==> src/inc/i2cst_consts.svh <==
// register offsets, field positions, reset values and address mask of the i2c start generator
// assumes byte-addressed apb with 32-bit words
`ifndef I2CST_CONSTS_SVH
`define I2CST_CONSTS_SVH

// ----------------------------------------------------------------
// register byte addresses
// ----------------------------------------------------------------
`define I2CST_ADDR_CTRL2 12'h000
`define I2CST_ADDR_RELOAD 12'h004
`define I2CST_ADDR_STATUS 12'h008
`define I2CST_ADDR_IRQ_STAT 12'h00c
`define I2CST_ADDR_IRQ_EN 12'h010
`define I2CST_ADDR_IRQ_CLR 12'h014

// ----------------------------------------------------------------
// field positions
// ----------------------------------------------------------------
`define I2CST_CTRL2_START_BIT 0
`define I2CST_STAT_START_BIT 0
`define I2CST_STAT_BUSY_BIT 1
`define I2CST_STAT_SDA_BIT 2
`define I2CST_STAT_SCL_BIT 3
`define I2CST_IRQ_COLL_BIT 0
`define I2CST_IRQ_DONE_BIT 1
`define I2CST_IRQ_WIDTH 2

// ----------------------------------------------------------------
// reset values and address mask
// ----------------------------------------------------------------
`define I2CST_RELOAD_RST 8'h09
`define I2CST_SYNC_RST 2'h3
`define I2CST_IRQ_RST 2'h0
`define I2CST_ADDR_MASK 12'hfff

`endif

==> src/inc/i2cst_pkg.sv <==
// types of the i2c start generator
// assumes nothing of its surroundings
package i2cst_pkg;

    // ----------------------------------------------------------------
    // start sequence states
    // ----------------------------------------------------------------
    typedef enum logic [1:0] {
        I2CST_IDLE = 2'b00,
        I2CST_WAIT1 = 2'b01,
        I2CST_HOLD = 2'b10
    } i2cst_state_e;

endpackage

==> src/inc/i2cst_brg_if.sv <==
// carrier between the start sequencer and its baud rate generator
// assumes one clock domain
`timescale 1ns/1ps
interface i2cst_brg_if;
    logic load;
    logic run;
    logic [7:0] reload;
    logic timeout;

    modport ctrl (output load, output run, output reload, input timeout);
    modport brg (input load, input run, input reload, output timeout);
endinterface

==> src/hdl/i2cst_brg.sv <==
// reloadable 8-bit baud rate generator of the start sequencer
// assumes load and run come from the same clock domain
`timescale 1ns/1ps
`include "i2cst_consts.svh"
module i2cst_brg #(
    parameter int CW = 8
) (
    input wire logic clk_i,
    input wire logic rst_i,
    i2cst_brg_if.brg bus
);
    typedef struct packed {
        logic [CW-1:0] cnt;
        logic tout;
    } i2cst_brg_s;

    i2cst_brg_s st_ff;
    i2cst_brg_s nxt_st;

    // ----------------------------------------------------------------
    // down counter, one timeout pulse at zero
    // ----------------------------------------------------------------
    // load wins over run so a reload never loses its value
    always_comb begin
        nxt_st = st_ff;
        nxt_st.tout = 1'b0;
        if (bus.load) begin
            nxt_st.cnt = bus.reload;
        end else if (bus.run) begin
            if (st_ff.cnt == '0) begin
                nxt_st.tout = 1'b1;
                nxt_st.cnt = bus.reload; // self reload, suspended by caller
            end else begin
                nxt_st.cnt = st_ff.cnt - 1'b1;
            end
        end
    end

    always_ff @(posedge clk_i) begin
        if (rst_i) begin
            st_ff <= '0;
        end else begin
            st_ff <= nxt_st;
        end
    end

    assign bus.timeout = st_ff.tout;
endmodule // i2cst_brg

==> src/hdl/i2cst_top.sv <==
// start-condition generator of an i2c master, apb register slave
// assumes sda/scl pins are open drain and asynchronous to clk_i
//
// Overview of operation
// - with a start pending and both lines high, the brg is loaded with the reload value and runs.
// - at the brg timeout with both lines still high, sda is pulled low.
// - pulling sda low with scl high sets the start-detected bit of serial_port_status.
// - after the start is formed the brg is reloaded and resumes counting.
// - at the second timeout the request bit clears, the brg stops and sda stays low.
// - both lines low at the beginning sets the bus collision flag and returns to idle.
// - scl low before sda is driven low sets the bus collision flag and returns to idle.
`timescale 1ns/1ps
`include "i2cst_consts.svh"
module i2cst_top (
    input wire logic clk_i,
    input wire logic rst_i,
    input wire logic psel_i,
    input wire logic penable_i,
    input wire logic pwrite_i,
    input wire logic [11:0] paddr_i,
    input wire logic [31:0] pwdata_i,
    output logic [31:0] prdata_o,
    output logic pready_o,
    output logic pslverr_o,
    input wire logic sda_i,
    output logic sda_o,
    output logic sda_oe_o,
    input wire logic scl_i,
    output logic scl_o,
    output logic scl_oe_o,
    output logic irq_o
);
    typedef struct packed {
        i2cst_pkg::i2cst_state_e state;
        logic start_req;
        logic [7:0] reload;
        logic start_seen;
        logic [`I2CST_IRQ_WIDTH-1:0] irq_stat;
        logic [`I2CST_IRQ_WIDTH-1:0] irq_en;
        logic sda_low;
        logic irq;
        logic [31:0] rdata;
        logic ready;
        logic slverr;
        logic [1:0] sda_sync;
        logic [1:0] scl_sync;
    } i2cst_top_s;

    i2cst_top_s st_ff;
    i2cst_top_s nxt_st;
    i2cst_brg_if brg_bus ();

    logic sda_hi;
    logic scl_hi;
    logic wr_acc;
    logic rd_acc;
    logic brg_load;
    logic brg_run;
    logic [`I2CST_IRQ_WIDTH-1:0] irq_hw;

    // ----------------------------------------------------------------
    // helpers
    // ----------------------------------------------------------------
    // address decode is shared by the read and write paths
    function automatic logic hit(input logic [11:0] a, input logic [11:0] r);
        hit = ((a & `I2CST_ADDR_MASK) == r);
    endfunction

    function automatic logic known(input logic [11:0] a);
        known = hit(a, `I2CST_ADDR_CTRL2) || hit(a, `I2CST_ADDR_RELOAD)
            || hit(a, `I2CST_ADDR_STATUS) || hit(a, `I2CST_ADDR_IRQ_STAT)
            || hit(a, `I2CST_ADDR_IRQ_EN) || hit(a, `I2CST_ADDR_IRQ_CLR);
    endfunction

    // second synchroniser stage only; the first is never looked at
    assign sda_hi = st_ff.sda_sync[1];
    assign scl_hi = st_ff.scl_sync[1];
    // access phase taken on the cycle before pready rises
    assign wr_acc = psel_i && penable_i && !st_ff.ready && pwrite_i;
    assign rd_acc = psel_i && penable_i && !st_ff.ready && !pwrite_i;

    // ----------------------------------------------------------------
    // brg control
    // ----------------------------------------------------------------
    // load on entry to each interval, run while an interval is open
    always_comb begin
        brg_load = 1'b0;
        brg_run = 1'b0;
        case (st_ff.state)
            i2cst_pkg::I2CST_IDLE: begin
                brg_load = st_ff.start_req && sda_hi && scl_hi;
            end
            i2cst_pkg::I2CST_WAIT1: begin
                brg_run = 1'b1;
                brg_load = brg_bus.timeout && sda_hi && scl_hi;
            end
            i2cst_pkg::I2CST_HOLD: begin
                brg_run = !brg_bus.timeout;
            end
            default: begin
                brg_run = 1'b0;
            end
        endcase
    end

    assign brg_bus.load = brg_load;
    assign brg_bus.run = brg_run;
    assign brg_bus.reload = st_ff.reload;

    i2cst_brg #(
        .CW(8)
    ) u_brg (
        .clk_i(clk_i),
        .rst_i(rst_i),
        .bus(brg_bus)
    );

    // ----------------------------------------------------------------
    // next state
    // ----------------------------------------------------------------
    always_comb begin
        nxt_st = st_ff;
        nxt_st.sda_sync = {st_ff.sda_sync[0], sda_i};
        nxt_st.scl_sync = {st_ff.scl_sync[0], scl_i};
        nxt_st.ready = 1'b0;
        nxt_st.slverr = 1'b0;
        irq_hw = '0;

        // start sequencer
        case (st_ff.state)
            i2cst_pkg::I2CST_IDLE: begin
                if (st_ff.start_req) begin
                    if (sda_hi && scl_hi) begin
                        nxt_st.state = i2cst_pkg::I2CST_WAIT1;
                    end else if (!sda_hi && !scl_hi) begin
                        // both low at the beginning: collision
                        irq_hw[`I2CST_IRQ_COLL_BIT] = 1'b1;
                        nxt_st.start_req = 1'b0;
                    end
                    // one line low only: wait for the bus to free
                end
            end
            i2cst_pkg::I2CST_WAIT1: begin
                if (!scl_hi) begin
                    // scl pulled before our sda edge
                    irq_hw[`I2CST_IRQ_COLL_BIT] = 1'b1;
                    nxt_st.start_req = 1'b0;
                    nxt_st.state = i2cst_pkg::I2CST_IDLE;
                end else if (brg_bus.timeout && sda_hi) begin
                    nxt_st.sda_low = 1'b1;
                    nxt_st.start_seen = 1'b1;
                    nxt_st.state = i2cst_pkg::I2CST_HOLD;
                end else if (brg_bus.timeout) begin
                    // sda taken low by another master: lost the start
                    irq_hw[`I2CST_IRQ_COLL_BIT] = 1'b1;
                    nxt_st.start_req = 1'b0;
                    nxt_st.state = i2cst_pkg::I2CST_IDLE;
                end
            end
            i2cst_pkg::I2CST_HOLD: begin
                if (brg_bus.timeout) begin
                    nxt_st.start_req = 1'b0;
                    irq_hw[`I2CST_IRQ_DONE_BIT] = 1'b1;
                    nxt_st.state = i2cst_pkg::I2CST_IDLE; // sda stays low
                end
            end
            default: begin
                nxt_st.state = i2cst_pkg::I2CST_IDLE;
            end
        endcase
        // sticky event bits, set by the sequencer above
        nxt_st.irq_stat = st_ff.irq_stat | irq_hw;

        // apb writes; a clear loses to a same-cycle hardware set
        if (wr_acc) begin
            if (hit(paddr_i, `I2CST_ADDR_CTRL2)) begin
                // request only honoured while idle
                if (pwdata_i[`I2CST_CTRL2_START_BIT]
                    && st_ff.state == i2cst_pkg::I2CST_IDLE) begin
                    nxt_st.start_req = 1'b1;
                    nxt_st.sda_low = 1'b0;
                    nxt_st.start_seen = 1'b0;
                end
            end
            if (hit(paddr_i, `I2CST_ADDR_RELOAD)) begin
                nxt_st.reload = pwdata_i[7:0];
            end
            if (hit(paddr_i, `I2CST_ADDR_IRQ_EN)) begin
                nxt_st.irq_en = pwdata_i[`I2CST_IRQ_WIDTH-1:0];
            end
            if (hit(paddr_i, `I2CST_ADDR_IRQ_CLR)) begin
                // keep any bit the sequencer set this cycle
                nxt_st.irq_stat = (st_ff.irq_stat & ~pwdata_i[`I2CST_IRQ_WIDTH-1:0]) | irq_hw;
            end
        end

        // apb reads, answered one cycle after the access phase starts
        if (psel_i && penable_i && !st_ff.ready) begin
            nxt_st.ready = 1'b1;
            nxt_st.slverr = !known(paddr_i);
            nxt_st.rdata = 32'h0000_0000;
            if (rd_acc) begin
                if (hit(paddr_i, `I2CST_ADDR_CTRL2)) begin
                    nxt_st.rdata[`I2CST_CTRL2_START_BIT] = st_ff.start_req;
                end
                if (hit(paddr_i, `I2CST_ADDR_RELOAD)) begin
                    nxt_st.rdata[7:0] = st_ff.reload;
                end
                if (hit(paddr_i, `I2CST_ADDR_STATUS)) begin
                    nxt_st.rdata[`I2CST_STAT_START_BIT] = st_ff.start_seen;
                    nxt_st.rdata[`I2CST_STAT_BUSY_BIT] = st_ff.state != i2cst_pkg::I2CST_IDLE;
                    nxt_st.rdata[`I2CST_STAT_SDA_BIT] = sda_hi;
                    nxt_st.rdata[`I2CST_STAT_SCL_BIT] = scl_hi;
                end
                if (hit(paddr_i, `I2CST_ADDR_IRQ_STAT)) begin
                    nxt_st.rdata[`I2CST_IRQ_WIDTH-1:0] = st_ff.irq_stat;
                end
                if (hit(paddr_i, `I2CST_ADDR_IRQ_EN)) begin
                    nxt_st.rdata[`I2CST_IRQ_WIDTH-1:0] = st_ff.irq_en;
                end
            end
        end

        nxt_st.irq = |(nxt_st.irq_stat & nxt_st.irq_en);
    end

    // ----------------------------------------------------------------
    // state register
    // ----------------------------------------------------------------
    always_ff @(posedge clk_i) begin
        if (rst_i) begin
            st_ff <= '0;
            st_ff.reload <= `I2CST_RELOAD_RST;
            st_ff.irq_stat <= `I2CST_IRQ_RST;
            st_ff.irq_en <= `I2CST_IRQ_RST;
            st_ff.sda_sync <= `I2CST_SYNC_RST;
            st_ff.scl_sync <= `I2CST_SYNC_RST;
        end else begin
            st_ff <= nxt_st;
        end
    end

    // all outputs from flops or tied low; pins only ever pull low
    assign prdata_o = st_ff.rdata;
    assign pready_o = st_ff.ready;
    assign pslverr_o = st_ff.slverr;
    assign sda_o = 1'b0;
    assign sda_oe_o = st_ff.sda_low;
    assign scl_o = 1'b0;
    assign scl_oe_o = 1'b0; // the start sequence never drives scl
    assign irq_o = st_ff.irq;

    // ----------------------------------------------------------------
    // checks
    // ----------------------------------------------------------------
    a_load_on_req: assert property (@(posedge clk_i) disable iff (rst_i)
        st_ff.state == i2cst_pkg::I2CST_IDLE && st_ff.start_req && sda_hi && scl_hi
        |=> st_ff.state == i2cst_pkg::I2CST_WAIT1)
        else $error("start not begun with lines high");
    a_sda_pull: assert property (@(posedge clk_i) disable iff (rst_i)
        st_ff.state == i2cst_pkg::I2CST_WAIT1 && brg_bus.timeout && sda_hi && scl_hi
        |=> sda_oe_o)
        else $error("sda not pulled at first timeout");
    a_start_seen: assert property (@(posedge clk_i) disable iff (rst_i)
        $rose(sda_oe_o) |-> st_ff.start_seen)
        else $error("start bit not set with sda low");
    a_reload_two: assert property (@(posedge clk_i) disable iff (rst_i)
        $rose(sda_oe_o) |-> st_ff.state == i2cst_pkg::I2CST_HOLD ##[1:260] brg_bus.timeout)
        else $error("second interval never timed out");
    a_req_clears: assert property (@(posedge clk_i) disable iff (rst_i)
        st_ff.state == i2cst_pkg::I2CST_HOLD && brg_bus.timeout
        |=> !st_ff.start_req && sda_oe_o && st_ff.state == i2cst_pkg::I2CST_IDLE)
        else $error("request not cleared at end of start");
    a_coll_low: assert property (@(posedge clk_i) disable iff (rst_i)
        st_ff.state == i2cst_pkg::I2CST_IDLE && st_ff.start_req && !sda_hi && !scl_hi
        |=> st_ff.irq_stat[`I2CST_IRQ_COLL_BIT] && !st_ff.start_req)
        else $error("collision missed at start");
    a_coll_scl: assert property (@(posedge clk_i) disable iff (rst_i)
        st_ff.state == i2cst_pkg::I2CST_WAIT1 && !scl_hi
        |=> st_ff.irq_stat[`I2CST_IRQ_COLL_BIT] && st_ff.state == i2cst_pkg::I2CST_IDLE
        && !sda_oe_o)
        else $error("scl low not flagged as collision");
    a_irq_level: assert property (@(posedge clk_i) disable iff (rst_i)
        irq_o == |(st_ff.irq_stat & st_ff.irq_en))
        else $error("interrupt level wrong");
    c_start_done: cover property (@(posedge clk_i) disable iff (rst_i)
        st_ff.state == i2cst_pkg::I2CST_HOLD && brg_bus.timeout);
    c_coll_low: cover property (@(posedge clk_i) disable iff (rst_i)
        st_ff.state == i2cst_pkg::I2CST_IDLE && st_ff.start_req && !sda_hi && !scl_hi);
    c_coll_scl: cover property (@(posedge clk_i) disable iff (rst_i)
        st_ff.state == i2cst_pkg::I2CST_WAIT1 && !scl_hi);
endmodule // i2cst_top

==> config.mk <==
export PLATFORM = sky130hd
export DESIGN_NAME = i2cst_top
export DESIGN_NICKNAME = d
export VERILOG_FILES = /design/src/inc/i2cst_pkg.sv /design/src/inc/i2cst_brg_if.sv /design/src/hdl/i2cst_brg.sv /design/src/hdl/i2cst_top.sv
export VERILOG_INCLUDE_DIRS = /design/src /design/src/inc
export SDC_FILE = /design/constraint.sdc
export NUM_CORES = 1
export LEC_CHECK = 0
export ABC_CLOCK_PERIOD_IN_PS = 2100
export BUFFER_PORTS_ARGS = -buffer_cell sky130_fd_sc_hd__buf_2
export CAP_MARGIN = 20
export CORE_ASPECT_RATIO = 0.6
export CORE_MARGIN = 2
export CORE_UTILIZATION = 47
export DETAILED_ROUTE_END_ITERATION = 8
export MAX_ROUTING_LAYER = met4
export PLACE_DENSITY_LB_ADDON = 0.1
export SKIP_LAST_GASP = 1
export SLEW_MARGIN = 20
export SYNTH_ARGS = -nofsm -noshare
export SYNTH_HDL_FRONTEND = slang
export SYNTH_SLANG_ARGS = --single-unit
==> constraint.sdc <==
create_clock -name clk_i -period 2.1 [get_ports clk_i]
set_input_delay 0.42 -clock clk_i [delete_from_list [all_inputs] [get_ports clk_i]]
set_output_delay 0.42 -clock clk_i [all_outputs]
set_load 0.01 [all_outputs]
# ---- After elaboration in Yosys (flattened, before gate mapping)
# Cells that the tools add are included.
dict set report totals {
  ff_bits 41
  input_bits 51
}
dict set report op_classes {
  addsub 1
  eq_ne 9
  mux 47
  bitwise 7
  n_reduce_logical 32
}
# operator count
set ops {}
lappend ops {{$mux 8} 5}
lappend ops {{$eq 12x4->1 const B} 2}
lappend ops {{$eq 12x5->1 const B} 2}
lappend ops {{$mux 1} 24}
lappend ops {{$mux 15} 1}
lappend ops {{$mux 2} 7}
lappend ops {{$eq 12x3->1 const B} 1}
lappend ops {{$logic_not 12->1} 1}
lappend ops {{$logic_and 1x1->1} 11}
lappend ops {{$mux 3} 3}
lappend ops {{$mux 9} 1}
lappend ops {{$logic_not 8->1} 1}
lappend ops {{$sub 8x1->8 const B} 1}
lappend ops {{$logic_not 1->1} 6}
lappend ops {{$pmux 1 s2} 3}
lappend ops {{$pmux 2 s3} 1}
lappend ops {{$logic_or 1x1->1} 5}
lappend ops {{$and 2x2->2} 2}
lappend ops {{$mux 4} 1}
lappend ops {{$ne 2x2->1 const B} 2}
lappend ops {{$or 2x2->2} 2}
lappend ops {{$reduce_and 2->1} 2}
lappend ops {{$reduce_bool 2->1} 2}
lappend ops {{$reduce_or 2->1} 2}
lappend ops {{other kinds (7)} 8}

# ---- Logic depth before layout (Yosys ltp)
# Gate-level depths: netlist (run 1).
dict set report logic_depth {
  ltp_word 11
  mapped_depth 8
}

# ---- Cells and area by module
# From an unflattened synthesis (run 1), not the netlist that was laid out.
dict set report unflattened {
  cells_unflattened 279
  hier_area_um2 2414.8
}
# mod instances cells_each area_each_um2
set modules_own_cells {}
lappend modules_own_cells {i2cst_top 1 202 1778.0}
lappend modules_own_cells {i2cst_brg 1 77 636.9}

# ---- Least setup slack after synthesis (run 1)
# No wires, ideal clock.
dict set report synth_path {
  path_type {reg2reg}
  startpoint {register st_ff[54] in the netlist's numbering}
  endpoint {register u_brg.st_ff[1] in the netlist's numbering}
  setup_ps 81
  t_arrival_ps 1719
  slack_ps 300
  stages_incl_launch_ff 8
  path_buffers 1
  synth_period_minus_slack_ps 1800
  path_cell_list {dfxtp_1 inv_1 ha_1 clkbuf_1 nand3b_1 a21oi_1 or4_1 a41oi_1}
}
dict set report synth_between {
  elab_chain_cells 3
  word_cells_on_any_way 7
  cone_classes {eq/ne (2); mux (3); reduce/logical (2)}
}
# element line
set synth_lines {}
lappend synth_lines {{start, declared} i2cst_top.sv:49} ;# i2cst_top_s st_ff;
lappend synth_lines {{start signal, assigned} i2cst_top.sv:239} ;# st_ff <= nxt_st;
lappend synth_lines {{$eq 2x1->1, or another cell as far along} i2cst_top.sv:89} ;# case (st_ff.state)
lappend synth_lines {{$pmux 1 s2} i2cst_top.sv:89}
lappend synth_lines {{$mux 8 / $reduce_bool 2->1 (equally long branches)} -}
lappend synth_lines {{end signal, assigned} i2cst_brg.sv:43} ;# st_ff <= nxt_st;
lappend synth_lines {{end, declared} i2cst_brg.sv:17} ;# i2cst_brg_s st_ff;
# Parallel ways exist; a longest one is shown, timed or not.
# A chain may end at the register's enable or synchronous reset.

# ---- Final worst setup path (run 1)
dict set report layout_path {
  startpoint {register st_ff[55] in the netlist's numbering}
  endpoint {register u_brg.st_ff[5] in the netlist's numbering}
}
# The elaborated chain is that of the path after synthesis.

==> results.cfg, run 1 <==
[synthesis]
ys_warn_count = 0
synth_edf_count = 0
yosys_most_used_dff = dfxtp_1
synth.largest_area_cell = dfxtp_1
ys_top_cells_by_area = dfxtp_1 (35%), buf_4 (12%), nor2_1 (4.7%), mux2i_1 (4.3%), a21oi_1 (3.2%)
yosysUniqueCellTypes = 49
syn_inst = 271
mappedNetlistArea_um2 = 2320
async_reset_ff_frac = 0
yosysSeqAreaShare = 0.353
avgSynthCellArea_um2 = 8.57
ys_ff_latch = 41
synth_top_area_frac = 0.353

[power]
p_leak_uw = 0.00108
power-per-cell-area_nw_per_um2 = 637
finalPower_uw = 1640
ir_drop_mv = 0.364

[drt]
routedWlPerCell_um = 13.1
drc = 0
num_vias = 1886
ant_nets = 0
routed_wirelength_um = 4820
dr.pass1.iters = 4
first_iter_violations = 105
via_per_inst = 5.14

[placement]
gp_congestion = 0.796
portBuffers = 38
place_ws_ns = 0.187
placed_area_um2 = 2430
dp_hpwl_um = 3660

[grt]
grt_pass1_wl_um = 7670
gr-total-overflow = 0
grt_pass1_vias = 1598
grtUsageTotal = 0.183
grt_start_max_net_pins = 30
antenna_found_initial = 0

[cells_and_area]
syn2layout_area_growth_pct = 10.6
drive_gt1_frac = 0.217
multi_input_area_um2 = 1250
fin_nets = 360
design_area_um2 = 2570
diodes = 0
regArea_um2 = 821
nFillCells = 474

[timing]
clock.fmax_mhz = 521
rsz0062_at_grt = false
setup_ws_ns = 0.179
maxSlewViolCount = 0
finalSetupViolations = 0
fin_crit_sh = 0.915
setup_tns_ns = 0
period_minus_slack_ns = 1.92
holdWs_ns = 0.315
final_hold_viol_count = 0
finalClockSkew_ns = 0.0116
max-slew-margin-rel = 0.660
tightest_slew_ns = 0.509

[clock_tree]
cts_buffer_depth = 2
clock_sinks = 41
cts_max_level = 2
ctsHoldBuffers = 0
clock_latency_ns = 0.29
cts_inserted_buffers = 5
path_clk_slew_ns = 0.09
cts_root_buf = clkbuf_8
cts_tree = yes

[worst_setup_path]
path_buf_inv = 2
cp-end-kind = flop
worstPathRequired_ns = 2.31
worst-setup-path-type = reg2reg
cp_max_fo = 7
cpPeakStageDelay_ns = 0.49
critPathSlowestCell = or4_1
worstPathArrival_ns = 2.14
critPathTopFamily = simple AND/OR/NAND/NOR gates
worstPathCellList = inv_1 > ha_1 > buf_4 > o21a_1 > nand3_1 > or4_1 > a31oi_1
startpoint_type = flop

[die]
die_y_um = 58.5
io_pins = 90
die_area_um2 = 5540
core_area_um2 = 4660
die_w_um = 94.7
rows = 19
initial_core_util = 0.498

[run_status]
status = finished, final reports clean

[job]
max_cap_viol_count = 0

[min_path]
hp-class = in2reg
==> placed cells by master, fill, tap and decap left out, drive strengths merged, types with 2 or more instances in the layout <==
cell type / count
or2: 5
nand3b: 4
nand2b: 7
mux2i: 10
a21o: 3
nor3: 8
clkbuf: 5
inv: 10
and4: 2
or4: 3
nand4: 3
buf: 46
bufinv: 2
a22oi: 8
nand3: 11
nor4: 5
a211o: 2
a31oi: 3
a22o: 4
o21a: 2
a211oi: 2
a21oi: 15
dfxtp: 41
ha: 6
o21ai: 6
o2111ai: 2
nand2: 10
o22ai: 2
nor2: 29
conb: 27
nor2b: 7
==> Yosys cell counts (all sizes together), types with 2 or more instances <==
library cell / count
or2: 5
nand3b: 4
buf: 39
dfxtp: 41
o2111ai: 2
nand2b: 7
nand2: 10
nor3: 8
a211oi: 2
o22ai: 2
nor4: 5
a31oi: 3
nor2: 29
mux2i: 10
nand4: 3
clkbuf: 8
or4: 3
a22o: 4
o21ai: 6
nor2b: 7
inv: 10
a22oi: 8
a21o: 3
nand3: 11
a211o: 2
ha: 6
and4: 2
a21oi: 15
o21a: 2
==> registers in the layout, indices dropped and copies added (netlist names) <==
name,flops
brg_bus.reload,8
irq_o,1
nxt_st,2
prdata_o,8
pready_o,1
pslverr_o,1
scl_hi,1
sda_hi,1
sda_oe_o,1
st_ff,8
u_brg.bus.timeout,1
u_brg.st_ff,8
==> stage by stage <==
| step | cells | util |
|---|---|---|
| floorplan | 297 | - |
| global placement | 359 | 0.521 |
| detailed placement | 359 | 0.521 |
| CTS | 367 | 0.550 |
| global route | 367 | 0.551 |
| finish | 367 | 0.551 |
==> routing by layer <==
layer  GRT usage  vias to the layer above  wire (um)
met5           -                        -          0
met1       0.277                      864       2550
li1            -                      967          -
met3      0.0487                        2        307
met2       0.242                       53       1950
met4      0.0311                        0         17
==> report_power, final <==
| part | switching [uW] | internal [uW] | leakage [uW] |
|---|---|---|---|
| combinational | 68.0 | 36.8 | 0.000685 |
| sequential | 4.78 | 782 | 0.000331 |
| clock | 273 | 472 | 0.0000681 |
| total | 346 | 1290 | 0.00108 |
==> logic make-up (layout without fill, tap and decap cells) <==
kind of cell / Yosys count / count (layout) / share of synthesized area
and+or+nand+nor: 98 / 98 / 0.239
DFF: 41 / 41 / 0.353
muxes: 12 / 12 / 0.0577
adders and majority gates: 6 / 6 / 0.0323
other: 1 / 27 / 0.00161
buffers and inverters: 57 / 64 / 0.154
AOI/OAI and AO/OA: 56 / 56 / 0.163
==> layout make-up <==
cell class | instances | share of cell area
flip-flops and latches | 41 | 0.320
clock inverters | 3 | 0.0253
well taps | 63 | 0.0307
clock buffers | 5 | 0.0268
inverters | 10 | 0.0146
multi-input cells | 199 | 0.486
repair buffers | 46 | 0.0974
==> path summary, 6_finish.rpt <==
check	slack, ns	end	start	cells past startpoint
max	0.18	u_brg.st_ff[5]	st_ff[55]	7
min	0.31	nxt_st[1]	scl_i	2
max reg2reg	0.18	u_brg.st_ff[5]	st_ff[55]	7
min reg2reg	0.41	sda_hi	nxt_st[3]	1
==> repair_timing <==
item / CTS / global route
endpoints found under the setup margin: 0 / 2
setup buffers: 0 / 0
gates resized for setup: 0 / 2
hold endpoints to repair: 0 / 0
Power figures use the tool's default switching activity.
==> run 2, diff against run 1 <==
Settings changed: ABC_AREA set to 1, PLACE_DENSITY set to 0.8, PLACE_DENSITY_LB_ADDON 0.1 to unset.
==> results.cfg, run 2 <==
[die]
initial_core_util = 0.484
core_area_um2 = 5000
die_w_um = 96.7
die_y_um = 59.6
io_pins = 90
rows = 20
die_area_um2 = 5760

[synthesis]
synth_edf_count = 0
ys_warn_count = 0
ys_ff_latch = 41
avgSynthCellArea_um2 = 6.90
yosys_most_used_dff = dfxtp_1
yosysUniqueCellTypes = 33
async_reset_ff_frac = 0
synthTopCellsByCount = nand2_1 (78), inv_1 (44), dfxtp_1 (41), buf_4 (36), nand3_1 (27)
synth_top_area_frac = 0.339
syn_inst = 351
synth.largest_area_cell = dfxtp_1
mappedNetlistArea_um2 = 2420
yosysSeqAreaShare = 0.339
yosysMostFrequentCell = nand2_1
ys_top_cells_by_area = dfxtp_1 (34%), nand2_1 (12%), buf_4 (11%), inv_1 (6.8%), nand3_1 (5.6%)

[cells_and_area]
final_common_cell = nand2_1
layout_common_cells = nand2_1 (78), inv_1 (44), dfxtp_1 (41), buf_2 (38)
diodes = 0
drive_gt1_frac = 0.195
fin_util = 0.520
syn2layout_area_growth_pct = 7.49
fin_nets = 440
stdcell_count = 450

[clock_tree]
cts_root_buf = clkbuf_8
cts_setup_buffers = 0
clock_sinks = 41
cts_buffer_depth = 2
cts_resized = 0
ctsHoldBuffers = 0
clock_latency_ns = 0.30
cts_inserted_buffers = 5
cts_tree = yes
cts_max_level = 2
path_clk_slew_ns = 0.08

[power]
ir_drop_mv = 0.371
clkPwrFrac = 0.372
switching_share = 0.258
power-per-cell-area_nw_per_um2 = 539
power_frac_seq = 0.560
combPwrFrac = 0.068
p_int_uw = 1040
p_leak_uw = 0.00124
p_sw_uw = 363

[drt]
num_vias = 2159
dr.pass1.iters = 4
routedWlPerCell_um = 11.6
wl_met2_um = 2090
maxUsedRoutingLayer = met4
routed-wl-met3_um = 432
ant_nets = 0
wl_met1_um = 2630
routed_wirelength_um = 5230
first_iter_violations = 142
drc = 0
via_per_inst = 4.80

[worst_setup_path]
cp_max_fo = 6
startpoint_type = flop
endpoint = u_brg.st_ff[5]
critPathSlowestCell = dfxtp_1
r2r_cells = 11
r2r_start = st_ff[55]
cpPeakStageDelay_ns = 0.41
r2r-end = u_brg.st_ff[5]
worstPathRequired_ns = 2.32
worstPathCellList = inv_1 > ha_1 > nand2_1 > inv_2 > nand2_2 > o21ai_2 > o21ai_2 > nand2_4 > nor2_4 > nand2_1 > a31oi_1
reg2reg_slack_ns = 0.22
cp-end-kind = flop
cp-startpoint = st_ff[55]
worstPathArrival_ns = 2.09
worst-setup-path-type = reg2reg

[placement]
dp.cells = 442
place_ws_ns = 0.280
portBuffers = 38
gp_congestion = 0.893
dp_hpwl_um = 4150

[timing]
fin_crit_sh = 0.893
final_hold_viol_count = 0
setup_ws_ns = 0.224
finalClockSkew_ns = 0.00585
finalSetupViolations = 0
period_minus_slack_ns = 1.88
rsz0062_at_grt = false
setup_tns_ns = 0
maxSlewViolCount = 0
clock.fmax_mhz = 533

[run_status]
status = finished, final reports clean

[grt]
grtUsageTotal = 0.200
grt_pass1_vias = 1845
antenna_found_initial = 0
gr-total-overflow = 0
grt_pass1_wl_um = 8760
grt_start_max_net_pins = 16

[job]
max_cap_viol_count = 0

[min_path]
hp-class = in2reg
run 2: worst min-delay path by stage:
| stage | end | startpoint | slack (ns) | depth (start not counted) |
|---|---|---|---|---|
| finish | nxt_st[1] | scl_i | 0.29 | 2 |
| global route | nxt_st[1] | scl_i | 0.29 | 2 |
| CTS | nxt_st[1] | scl_i | 0.29 | 2 |
| detailed placement | scl_hi | nxt_st[1] | 0.39 | 1 |
| global placement | sda_hi | nxt_st[3] | 0.39 | 1 |
| floorplan | scl_hi | nxt_st[1] | 0.39 | 1 |
run 2: per-stage QoR:
step	total power (uW)	hold slack (ns)	cell area [um2]
2_1_floorplan	898	0.389	2520
3_3_place_gp	897	0.393	2520
3_5_place_dp	899	0.394	2520
4_1_cts	1420	0.290	2600
5_1_grt	1470	0.286	2600
6_report	1400	0.294	2600
run 2: layout make-up:
| class | count | area (um2) |
|---|---|---|
| Timing Repair Buffer | 40 | 205 |
| Sequential cell | 41 | 821 |
| Clock buffer | 5 | 68.8 |
| Fill cell | 535 | 2400 |
| Tap cell | 66 | 82.6 |
| Inverter | 49 | 184 |
| Clock inverter | 3 | 17.5 |
| Multi-Input combinational cell | 246 | 1220 |
run 2: critical path: cells and delay by family (launching register included):
family | cells | cell delay, ns
AOI/OAI and AO/OA | 3 | 0.39
adders and majority gates | 1 | 0.26
buffers and inverters | 2 | 0.15
DFF | 1 | 0.41
and+or+nand+nor | 5 | 0.58
run 2: power groups by stage:
stage / logic [uW] / registers [uW] / clock network, uW
after floorplan: 94.5 / 803 / 0
after global placement: 93.6 / 804 / 0
after detailed placement: 94.7 / 804 / 0
after CTS: 94.9 / 786 / 535
after global routing: 108 / 786 / 571
final: 95.8 / 786 / 522
run 2: routing by layer:
metal / GRT usage / vias up
met4: 0.0724 / 0
li1: - / 1122
met5: - / -
met1: 0.276 / 945
met3: 0.0542 / 8
met2: 0.280 / 84
run 2: logic make-up after synthesis:
| logic type | synth area share |
|---|---|
| other cells | 0.00155 |
| compound gates | 0.135 |
| simple gates | 0.287 |
| fa+ha+maj | 0.0310 |
| xor+xnor | 0.0109 |
| flops | 0.339 |
| buf+inv | 0.196 |
